<file path="src/atc_consts.svh">
// Register offsets, field positions and reset values of the timer control block
`ifndef ATC_CONSTS_SVH
`define ATC_CONSTS_SVH

`define ATC_A_CR1 8'h00
`define ATC_A_EN 8'h04
`define ATC_A_STAT 8'h08
`define ATC_A_MASK 8'h0c
`define ATC_A_ARR 8'h10
`define ATC_A_CNT 8'h14
`define ATC_A_CHSEL 8'h18
`define ATC_A_CCR0 8'h20

`define ATC_CR1_CEN 0
`define ATC_CR1_DIR 4
`define ATC_CR1_CMS_LO 5
`define ATC_CR1_CMS_HI 6
`define ATC_CR1_RELOAD_PRELOAD_ENABLE 7
`define ATC_CR1_CKD_LO 8
`define ATC_CR1_CKD_HI 9
`define ATC_CR1_REMAP 11
`define ATC_CR1_W 12
`define ATC_CR1_WMASK 12'hbff
`define ATC_CR1_RST 12'h000

`define ATC_EN_RST 1'h0
`define ATC_CNT_FLAG 31
`define ATC_ST_UPD 0
`define ATC_CH_OUT 2'h0

`define ATC_CKD_DIV1 2'h0
`define ATC_CKD_DIV2 2'h1
`define ATC_CKD_DIV4 2'h2
`define ATC_DIV2_MASK 2'h1
`define ATC_DIV4_MASK 2'h3

`endif

</file>
<file path="src/atc_pkg.sv">
// Types shared by the timer control modules
package atc_pkg;
    typedef enum logic [1:0] {ALIGN_EDGE, ALIGN_CM1, ALIGN_CM2, ALIGN_CM3} atc_align_e;
    typedef enum logic {DIR_UP, DIR_DOWN} atc_dir_e;
endpackage

</file>
<file path="src/atc_div_if.sv">
// Link between the control block and the sampling clock divider
`timescale 1ns/10ps
interface atc_div_if;
    logic [1:0] sample_clock_divider;
    logic tick;
    modport ctrl (output sample_clock_divider, input tick);
    modport div (input sample_clock_divider, output tick);
endinterface

</file>
<file path="src/atc_sample_div.sv">
// Sampling clock divider producing a tick every 1, 2 or 4 kernel clocks
`timescale 1ns/10ps
`include "atc_consts.svh"
module atc_sample_div (
    input wire logic mclk,
    input wire logic rstn,
    atc_div_if.div d
);

    logic [1:0] phase_q;
    logic tick_q;
    logic [1:0] msk;

    always_comb begin
        case (d.sample_clock_divider)
            `ATC_CKD_DIV1: msk = 2'h0;
            `ATC_CKD_DIV2: msk = `ATC_DIV2_MASK;
            default: msk = `ATC_DIV4_MASK;
        endcase
    end

    always_ff @(posedge mclk) begin
        if (!rstn) begin
            phase_q <= 2'h0;
            tick_q <= 1'b0;
        end else begin
            phase_q <= phase_q + 2'h1;
            tick_q <= ((phase_q & msk) == 2'h0);
        end
    end

    assign d.tick = tick_q;
endmodule

</file>
<file path="src/atc_timer_ctrl.sv">
// Counter control of the advanced timer with APB registers and interrupt
//
// Chosen here: the address map and the APB register port.
`timescale 1ns/10ps
`include "atc_consts.svh"
module atc_timer_ctrl #(
    parameter int NCH = 4,
    parameter int CW = 16
) (
    input wire logic mclk,
    input wire logic rstn,
    input wire logic psel,
    input wire logic penable,
    input wire logic pwrite,
    input wire logic [7:0] paddr,
    input wire logic [31:0] pwdata,
    output logic [31:0] prdata,
    output logic pready,
    output logic pslverr,
    input wire logic encoderMode,
    input wire logic encDown,
    input wire logic encStep,
    output logic irq,
    output logic sampleTick,
    output logic countDown,
    output logic updateEvt,
    output logic [CW-1:0] cntValue
);

    localparam int IW = (NCH > 1) ? $clog2(NCH) : 1;

    // ******************************
    // Decode
    // ******************************
    logic takeWr;
    logic takeRd;
    logic [IW-1:0] ccrIdx;

    function automatic logic ccrHit(input logic [7:0] a);
        ccrHit = (32'(a) >= 32'(`ATC_A_CCR0)) && (32'(a) < 32'(`ATC_A_CCR0) + 32'(4 * NCH))
            && (a[1:0] == 2'h0);
    endfunction

    function automatic logic mapped(input logic [7:0] a);
        case (a)
            `ATC_A_CR1, `ATC_A_EN, `ATC_A_STAT, `ATC_A_MASK,
            `ATC_A_ARR, `ATC_A_CNT, `ATC_A_CHSEL: mapped = 1'b1;
            default: mapped = ccrHit(a);
        endcase
    endfunction

    assign takeWr = psel & penable & pwrite;
    assign takeRd = psel & ~penable;
    assign ccrIdx = IW'((paddr - `ATC_A_CCR0) >> 2);

    // ******************************
    // Registers
    // ******************************
    logic [`ATC_CR1_W-1:0] cr1_q;
    logic en_q;
    logic [NCH:0] stat_q;
    logic [NCH:0] mask_q;
    logic [CW-1:0] arrPre_q;
    logic [CW-1:0] arrAct_q;
    logic [CW-1:0] cnt_q;
    logic [2*NCH-1:0] chSel_q;
    logic [CW-1:0] ccr_q [NCH];
    atc_pkg::atc_dir_e dir_q;
    logic updateEvt_q;
    logic [31:0] prdata_q;
    logic pslverr_q;

    atc_pkg::atc_align_e align;
    logic centre;
    logic dirRo;
    logic running;
    logic step;
    logic reload_preload_enable;
    logic remap;

    assign align = atc_pkg::atc_align_e'(cr1_q[`ATC_CR1_CMS_HI:`ATC_CR1_CMS_LO]);
    assign centre = (align != atc_pkg::ALIGN_EDGE);
    assign dirRo = centre | encoderMode;
    assign running = cr1_q[`ATC_CR1_CEN] & en_q;
    assign step = running & (encoderMode ? encStep : 1'b1);
    assign reload_preload_enable = cr1_q[`ATC_CR1_RELOAD_PRELOAD_ENABLE];
    assign remap = cr1_q[`ATC_CR1_REMAP];

    always_ff @(posedge mclk) begin
        if (!rstn) begin
            cr1_q <= `ATC_CR1_RST;
        end else if (takeWr && paddr == `ATC_A_CR1) begin
            cr1_q <= pwdata[`ATC_CR1_W-1:0] & `ATC_CR1_WMASK;
            if (dirRo) begin
                cr1_q[`ATC_CR1_DIR] <= cr1_q[`ATC_CR1_DIR];
            end
        end
    end

    always_ff @(posedge mclk) begin
        if (!rstn) begin
            en_q <= `ATC_EN_RST;
            mask_q <= '0;
            chSel_q <= '0;
        end else if (takeWr) begin
            if (paddr == `ATC_A_EN) begin
                en_q <= pwdata[0];
            end
            if (paddr == `ATC_A_MASK) begin
                mask_q <= pwdata[NCH:0];
            end
            if (paddr == `ATC_A_CHSEL) begin
                chSel_q <= pwdata[2*NCH-1:0];
            end
        end
    end

    always_ff @(posedge mclk) begin
        if (!rstn) begin
            for (int i = 0; i < NCH; i++) begin
                ccr_q[i] <= '0;
            end
        end else if (takeWr && ccrHit(paddr)) begin
            ccr_q[ccrIdx] <= pwdata[CW-1:0];
        end
    end

    // ******************************
    // Counter
    // ******************************
    logic effDown;
    logic upd;
    logic [CW-1:0] cntNext;
    atc_pkg::atc_dir_e dirNext;

    always_comb begin
        if (centre) begin
            effDown = (dir_q == atc_pkg::DIR_DOWN);
        end else begin
            effDown = encoderMode ? encDown : cr1_q[`ATC_CR1_DIR];
        end
        cntNext = cnt_q;
        dirNext = effDown ? atc_pkg::DIR_DOWN : atc_pkg::DIR_UP;
        upd = 1'b0;
        if (!effDown) begin
            if (cnt_q == arrAct_q) begin
                upd = 1'b1;
                if (centre && arrAct_q != '0) begin
                    cntNext = cnt_q - CW'(1);
                    dirNext = atc_pkg::DIR_DOWN;
                end else begin
                    cntNext = '0;
                end
            end else begin
                cntNext = cnt_q + CW'(1);
            end
        end else begin
            if (cnt_q == '0) begin
                upd = 1'b1;
                if (centre && arrAct_q != '0) begin
                    cntNext = cnt_q + CW'(1);
                    dirNext = atc_pkg::DIR_UP;
                end else begin
                    cntNext = arrAct_q;
                end
            end else begin
                cntNext = cnt_q - CW'(1);
            end
        end
    end

    always_ff @(posedge mclk) begin
        if (!rstn) begin
            cnt_q <= '0;
        end else if (takeWr && paddr == `ATC_A_CNT) begin
            cnt_q <= pwdata[CW-1:0];
        end else if (step) begin
            cnt_q <= cntNext;
        end
    end

    // Direction state tracks the running count direction
    always_ff @(posedge mclk) begin
        if (!rstn) begin
            dir_q <= atc_pkg::DIR_UP;
        end else if (step || !centre) begin
            dir_q <= dirNext;
        end
    end

    always_ff @(posedge mclk) begin
        if (!rstn) begin
            arrPre_q <= '0;
            arrAct_q <= '0;
        end else begin
            if (takeWr && paddr == `ATC_A_ARR) begin
                arrPre_q <= pwdata[CW-1:0];
                if (!reload_preload_enable) begin
                    arrAct_q <= pwdata[CW-1:0];
                end
            end
            if (reload_preload_enable && step && upd) begin
                arrAct_q <= arrPre_q;
            end
        end
    end

    // ******************************
    // Compare flags and status
    // ******************************
    logic allow;
    logic [NCH-1:0] ccSet;
    logic [NCH:0] stClr;

    always_comb begin
        case (align)
            atc_pkg::ALIGN_EDGE: allow = 1'b1;
            atc_pkg::ALIGN_CM1: allow = effDown;
            atc_pkg::ALIGN_CM2: allow = !effDown;
            atc_pkg::ALIGN_CM3: allow = 1'b1;
            default: allow = 1'b0;
        endcase
        for (int i = 0; i < NCH; i++) begin
            ccSet[i] = step && (chSel_q[2*i +: 2] == `ATC_CH_OUT)
                && (cnt_q == ccr_q[i]) && allow;
        end
        stClr = (takeWr && paddr == `ATC_A_STAT) ? pwdata[NCH:0] : '0;
    end

    // Set wins over a same-cycle write-one clear
    always_ff @(posedge mclk) begin
        if (!rstn) begin
            stat_q <= '0;
        end else begin
            stat_q <= (stat_q & ~stClr) | {ccSet, step & upd};
        end
    end

    always_ff @(posedge mclk) begin
        if (!rstn) begin
            updateEvt_q <= 1'b0;
        end else begin
            updateEvt_q <= step & upd;
        end
    end

    // ******************************
    // Read path
    // ******************************
    logic [31:0] rdData;

    always_comb begin
        rdData = 32'h0;
        case (paddr)
            `ATC_A_CR1: begin
                rdData = 32'(cr1_q);
                if (dirRo) begin
                    rdData[`ATC_CR1_DIR] = (dir_q == atc_pkg::DIR_DOWN);
                end
            end
            `ATC_A_EN: rdData = 32'(en_q);
            `ATC_A_STAT: rdData = 32'(stat_q);
            `ATC_A_MASK: rdData = 32'(mask_q);
            `ATC_A_ARR: rdData = 32'(arrPre_q);
            `ATC_A_CNT: begin
                rdData = 32'(cnt_q);
                rdData[`ATC_CNT_FLAG] = remap & stat_q[`ATC_ST_UPD];
            end
            `ATC_A_CHSEL: rdData = 32'(chSel_q);
            default: begin
                if (ccrHit(paddr)) begin
                    rdData = 32'(ccr_q[ccrIdx]);
                end
            end
        endcase
    end

    always_ff @(posedge mclk) begin
        if (!rstn) begin
            prdata_q <= 32'h0;
            pslverr_q <= 1'b0;
        end else if (takeRd) begin
            prdata_q <= rdData;
            pslverr_q <= !mapped(paddr);
        end
    end

    // ******************************
    // Sampling clock
    // ******************************
    atc_div_if divLink ();

    assign divLink.sample_clock_divider = cr1_q[`ATC_CR1_CKD_HI:`ATC_CR1_CKD_LO];

    atc_sample_div uDiv (
        .mclk(mclk),
        .rstn(rstn),
        .d(divLink)
    );

    assign prdata = prdata_q;
    assign pready = 1'b1;
    assign pslverr = pslverr_q;
    assign irq = |(stat_q & mask_q);
    assign sampleTick = divLink.tick;
    assign countDown = (dir_q == atc_pkg::DIR_DOWN);
    assign updateEvt = updateEvt_q;
    assign cntValue = cnt_q;

    logic cntWr;
    logic arrWr;
    assign cntWr = takeWr && paddr == `ATC_A_CNT;
    assign arrWr = takeWr && paddr == `ATC_A_ARR;
endmodule

</file>
<file path="config.mk">
export PLATFORM = sky130hd
export DESIGN_NAME = atc_timer_ctrl
export DESIGN_NICKNAME = d
export VERILOG_FILES = /design/src/atc_pkg.sv /design/src/atc_div_if.sv /design/src/atc_sample_div.sv /design/src/atc_timer_ctrl.sv
export VERILOG_INCLUDE_DIRS = /design/src
export SDC_FILE = /design/constraint.sdc
export NUM_CORES = 1
export LEC_CHECK = 0
export ABC_AREA = 1
export BUFFER_PORTS_ARGS = -buffer_cell sky130_fd_sc_hd__buf_2
export CORE_MARGIN = 4
export CORE_UTILIZATION = 40
export CTS_BUF_LIST = sky130_fd_sc_hd__clkbuf_16
export DETAILED_ROUTE_END_ITERATION = 10
export GPL_TIMING_DRIVEN = 0
export PLACE_DENSITY_LB_ADDON = 0.08
export REMOVE_ABC_BUFFERS = 1
export SYNTH_ARGS = -nofsm -noshare
export SYNTH_HDL_FRONTEND = slang
export SYNTH_SLANG_ARGS = --single-unit
</file>
<file path="constraint.sdc">
create_clock -name mclk -period 2.7 [get_ports mclk]
set_input_delay 0.135 -clock mclk [delete_from_list [all_inputs] [get_ports mclk]]
set_output_delay 0.135 -clock mclk [all_outputs]
set_load 0.005 [all_outputs]
</file>
Word-level counts from Yosys, hierarchy flattened
Memories as Yosys holds them, arrays and structs flattened.
Cells that the tools add are included.
{"block": "totals", "mem_bits_rw": 64, "latchBits": 0, "mem_count": 1, "output_inout_bits": 54, "rom_bits": 0, "register_bits": 116}
{"block": "classes", "shift": 0, "n_eq_ne": 16, "n_lt_le_gt_ge": 2, "bitwise_logic": 15, "div_mod_pow": 0, "n_mul": 0, "n_mux": 38, "add_sub_neg": 4, "reduce_logical": 49}
{"memory": "ccr_q", "words": 4, "width": 16, "rd": 5, "rd_clocked_by_memory_dff": 0, "wr": 4, "line": "atc_timer_ctrl.sv:67", "source": "logic [CW-1:0] ccr_q [NCH];"}
{"operator": "case mux 32 bit (7 select lines)", "count": 1}
{"operator": "two-way mux 16 bit", "count": 12}
{"operator": "equality test 16 bit", "count": 5}
{"operator": "equality test 8 x 5 -> 1 bit, second input constant", "count": 3}
{"operator": "logical AND 1 bit", "count": 22}
{"operator": "two-way mux 1 bit", "count": 21}
{"operator": "adder 16 x 1 -> 16 bit, second input constant", "count": 1}
{"operator": "equality test 8 x 4 -> 1 bit, second input constant", "count": 2}
{"operator": "zero test 16 bit", "count": 1}
{"operator": "zero test 2 bit", "count": 8}
{"operator": "nonzero test 16 bit", "count": 1}
{"operator": "OR reduction 16 bit", "count": 1}
{"operator": "subtractor 16 x 1 -> 16 bit, second input constant", "count": 1}
{"operator": "AND 5 bit", "count": 2}
{"operator": "AND reduction 2 bit", "count": 5}
{"operator": "equality test 8 x 3 -> 1 bit, second input constant", "count": 1}
{"operator": ">= comparator 8 x 6 -> 1 bit, second input constant", "count": 1}
{"operator": "zero test 8 bit", "count": 1}
{"operator": "< comparator 8 x 6 -> 1 bit, second input constant", "count": 1}
{"operator": "AND 1 bit", "count": 7}
{"operator": "OR reduction 7 bit", "count": 1}
{"operator": "nonzero test 2 bit", "count": 3}
{"operator": "two-way mux 5 bit", "count": 1}
{"operator": "NOT 5 bit", "count": 1}
{"operator": "16 further kinds", "count": 21}

Depth between registers and ports, before layout
{"block": "depth", "depth_word": 9, "ltp_mapped": 15, "ltp_nobuf": 13}

Cells and area by module
From an unflattened synthesis, not the netlist that was laid out.
{"block": "hier_totals", "cells_unflattened": 1343, "area_unflattened_um2": 9680.5}
{"module": "atc_timer_ctrl", "cells_each": 1328, "area_each_um2": 9575.4, "n_inst": 1}
{"module": "atc_sample_div", "cells_each": 15, "area_each_um2": 105.1, "n_inst": 1}

Least setup slack after synthesis
Ideal clock, no wire load.
{"block": "synth_timing", "path_kind": "input-to-reg", "start": "in paddr[1]", "end": "mem ccr_q[0][0] (enable)", "path_slack_ps": 284, "arrival_ps": 2005, "path_buffers": 0, "setup_time_ps": 411, "stages": 7, "cell_sequence": "nor2_1 inv_2 nor3_4 inv_2 nor2_2 inv_2 o21ai_0"}
{"element": "start, declared", "line": "atc_timer_ctrl.sv:15", "source": "input wire logic [7:0] paddr,"}
{"element": "end, declared", "line": "atc_timer_ctrl.sv:67"}

Worst setup path after layout
{"block": "layout_timing", "start": "reg cnt_q[1] (netlist: cntValue[1])", "end": "reg cnt_q[4] (netlist: cntValue[4])"}
{"block": "layout_between", "elab_chain_len": 6, "word_cells_on_any_way": 11, "cone_classes": "2 x add/sub; 1 x eq/ne; 7 x mux; 1 x reduce/logical"}
{"element": "start, declared", "line": "atc_timer_ctrl.sv:65", "source": "logic [CW-1:0] cnt_q;"}
{"element": "start signal, assigned", "line": "atc_timer_ctrl.sv:176", "source": "cnt_q <= pwdata[CW-1:0];"}
{"element": "start signal, assigned", "line": "atc_timer_ctrl.sv:178", "source": "cnt_q <= cntNext;"}
{"element": "subtractor 16 x 1 -> 16 bit / adder 16 x 1 -> 16 bit (equally long branches)"}
{"element": "two-way mux 16 bit, on equally long branches", "line": "atc_timer_ctrl.sv:148, atc_timer_ctrl.sv:160"}
{"element": "two-way mux 16 bit, on equally long branches", "line": "atc_timer_ctrl.sv:146, atc_timer_ctrl.sv:158"}
{"element": "two-way mux 16 bit (*)", "line": "atc_timer_ctrl.sv:145", "source": "if (!effDown) begin"}
{"element": "two-way mux 16 bit (*)", "line": "atc_timer_ctrl.sv:177", "source": "end else if (step) begin"}
{"element": "two-way mux 16 bit (*)", "line": "atc_timer_ctrl.sv:175", "source": "end else if (takeWr && paddr == `ATC_A_CNT) begin"}
Mark *: on every way between the ends. The rest lies on a longest branch, timed or not. The select of a mux whose other input is x is not followed.
A chain may end at the register's enable or synchronous reset.

==> impl_metrics.py <==
metrics = {
    "logic_synthesis": {
        "synth_edf_count": 64,
        "avgSynthCellArea_um2": 7.46,
        "synth_cell_types": 49,
        "ys.flop_type": "dfxtp_1",
        "yosys_warnings": 0,
        "synthArstFlopShare_pct": 0,
        "ys_seq_area_share_pct": 39.8,
        "syn_inst": 1329,
        "ys_ff_latch": 165,
        "syn-cell-area_um2": 9920,
    },
    "grt": {
        "antenna_found_initial": 0,
        "grt_remaining_overflow": 0,
        "grt_max_degree": 48,
        "top_usage_layer": "met2",
        "grt_pass1_vias": 8872,
        "grt_util_all_layers_pct": 25.3,
        "use_met2_pct": 40.0,
        "met1_usage_pct": 35.9,
        "grt_pass1_wl_mm": 52.5,
        "use_met3_pct": 3.65,
    },
    "clock_tree": {
        "clk_pin_slew_worst_paths_ns": 0.08,
        "cts-root-buf": "clkbuf_16",
        "cts_buffer_depth": 2,
        "cts_tree": "built",
        "cts_buffers": 17,
        "cts_max_level": 4,
        "clock_latency_ns": 0.44,
        "clock-sinks": 165,
    },
    "placed_design": {
        "dpl.cell_count": 1662,
        "port_buffers": 69,
        "gp_congestion": 0.882,
        "hpwlAfterDp_mm": 25.1,
    },
    "sta": {
        "finClkSkew_ns": 0.0149,
        "finalMaxSlewViolations": 0,
        "setup_violations": 0,
        "hold_viol": 0,
        "relSlewSlack_pct": 29.1,
        "fmax_mhz": 401,
        "final.min_clock_period_ns": 2.50,
        "min_period_over_period_pct": 92.4,
        "holdWs_ns": 0.0155,
        "worstMarginPinSlew_ns": 1.06,
    },
    "final_layout": {
        "final_nets": 1418,
        "syn_to_final_growth_pct": 10.7,
        "n_antenna_cell": 0,
        "final_util_pct": 45.1,
        "final_common_cell": "nand2_1",
        "final_cell_count_no_fill": 1701,
        "drive_gt1_share_pct": 17.5,
        "most-common-layout-cells": "259 x nand2_1, 153 x nor2_1, 129 x inv_1",
    },
    "setup_path": {
        "critPathRequiredTime_ns": 3.05,
        "crit_fanout": 14,
        "rrSetupSlack_ns": 0.20,
        "crit_type": "reg -> reg",
        "start_kind": "flop",
        "arrival_ns": 2.85,
        "critPathCaptureType": "flop",
    },
    "pwr": {
        "p_leak_uw": 0.00447,
        "ir_drop_v": 0.000341,
        "switchingPower_uw": 1400,
        "switching_share_pct": 26.3,
        "power_frac_clock_pct": 42.5,
        "p_seq_share_pct": 50.3,
        "comb_power_share_pct": 7.2,
        "power_density_nw_per_um2": 487,
        "internal_power_uw": 3940,
    },
    "floorplan": {
        "die_area_um2": 27400,
        "num_rows": 57,
        "dieHeight_um": 165,
        "coreArea_um2": 24300,
        "fp.dieW_um": 165,
        "start_util_pct": 40.8,
        "ios": 102,
    },
    "route": {
        "wl_mm": 33.9,
        "detail_route.iter0.violations": 997,
        "drc": 0,
        "wl_per_cell_um": 19.9,
        "antenna_left": 0,
        "vias_per_cell": 5.42,
        "vias": 9218,
        "first_pass_iters": 6,
    },
    "status": {
        "outcome": "complete, no violations",
    },
    "worst_hold_path": {
        "hp-class": "in -> reg",
    },
    "job": {
        "maxCapViolCount": 0,
    },
}
-- state kept, by name, summed over array words and instances (netlist names) --
| signal | count |
|---|---|
| ccr_q | 64 |
| prdata | 17 |
| arrAct_q | 16 |
| arrPre_q | 16 |
| cntValue | 16 |
| cr1_q | 11 |
| chSel_q | 8 |
| mask_q | 5 |
| stat_q | 5 |
| uDiv.phase_q | 2 |
| countDown | 1 |
| en_q | 1 |
| pslverr | 1 |
| uDiv.d.tick | 1 |
| updateEvt | 1 |
-- power groups by stage --
stage                     Combinational [uW]  Sequential [uW]  Clock, uW
after global routing                     421             2690       2410
after global placement                   357             2740          0
final                                    385             2680       2270
after floorplan                          207             2730          0
after CTS                                382             2690       2300
after detailed placement                 377             2740          0
-- cell families after synthesis --
family                   share of synthesized area (%)
XOR/XNOR                                          4.59
adder cells (fa/ha/maj)                          0.757
AO/OA/AOI/OAI                                     16.8
other                                           0.0757
buffers and inverters                             11.5
flip-flops                                        39.8
AND/OR/NAND/NOR                                   26.5
-- routing by layer --
| metal | wire length [um] | up-vias |
|---|---|---|
| met5 | 0 | - |
| met4 | 886 | 0 |
| met3 | 2180 | 49 |
| met2 | 15500 | 318 |
| met1 | 15400 | 4391 |
| li1 | - | 4460 |
-- cell usage after synthesis (2+ instances only) --
cell       count  area (um^2)
buf_4         24          180
buf_12         2         40.0
xnor2_1       16          140
a221oi_1       2         17.5
nand3_1       63          315
nor2_2        15         93.8
nor3_4         2         32.5
nand3_2       12          120
o21ai_0       80          400
o21ai_1        6         30.0
buf_2         10         50.1
a21oi_1       81          405
ha_1           6         75.1
dfxtp_1      101         2020
inv_2         27          101
nor2_1       155          582
or2_2          4         25.0
buf_1          4         15.0
xor2_1        36          315
o22ai_1       44          275
o211ai_1       4         30.0
conb_1         2         7.51
a22oi_1       18          135
a31oi_1       14         87.6
a211oi_1       8         60.1
edfxtp_1      64         1920
a21oi_2       10         87.6
nor3_1        10         50.1
nand4_1       31          194
o2111ai_1      4         35.0
clkbuf_1      28          105
nand2_2       17          106
clkinv_1       2         7.51
buf_6         12          135
inv_1        131          492
nand2_1      260          976
nor2_4         9          101
o221ai_1       3         26.3
a21oi_4        2         32.5
-- cell type report --
cell class              instances  area (um^2)
fillers                      2561        13300
multi-input cells             936         4930
repair buffers                 83          523
clock inverters                15          106
inverters                     161          619
well taps                     324          405
flip-flops and latches        165         3970
clock buffers                  17          425
-- worst max-delay path, stage by stage, from the launching register on --
cell	delay [ns]
dfxtp_1	0.63
inv_2	0.25
ha_1	0.29
nand3_1	0.10
nor2_1	0.06
nand2_2	0.12
nor2_2	0.07
a21oi_4	0.41
nand3_1	0.15
nand3_1	0.14
nand2_1	0.06
a21oi_1	0.12
-- stage by stage --
step	setup slack [ns]	total power [uW]	TNS [ns]	instance area [um^2]
2_1_floorplan	0.204	2940	0	9440
3_3_place_gp	-1.53	3100	-221.95	10200
3_5_place_dp	-0.706	3120	-8.74	10300
4_1_cts	0.0101	5370	0	10900
5_1_grt	-0.00223	5520	-0.00223	11000
6_report	0.204	5340	0	11000
-- path summary, 6_finish.rpt --
path / cells after the start / end / start
worst min-delay path: 3 / arrAct_q[3] / pwdata[3]
worst max register to register: 11 / cntValue[4] / cntValue[1]
worst max-delay path: 11 / cntValue[4] / cntValue[1]
worst min register to register: 2 / prdata[8] / prdata[8]
-- timing repair --
action,CTS,global route
cloned,0,0
endpoints found under the hold margin,1,0
buffers inserted,5,1
hold buffers,1,0
pin swaps,1,1
endpoints found under the setup margin,30,30
gates resized for setup,13,10
Power figures use the tool's default switching activity.
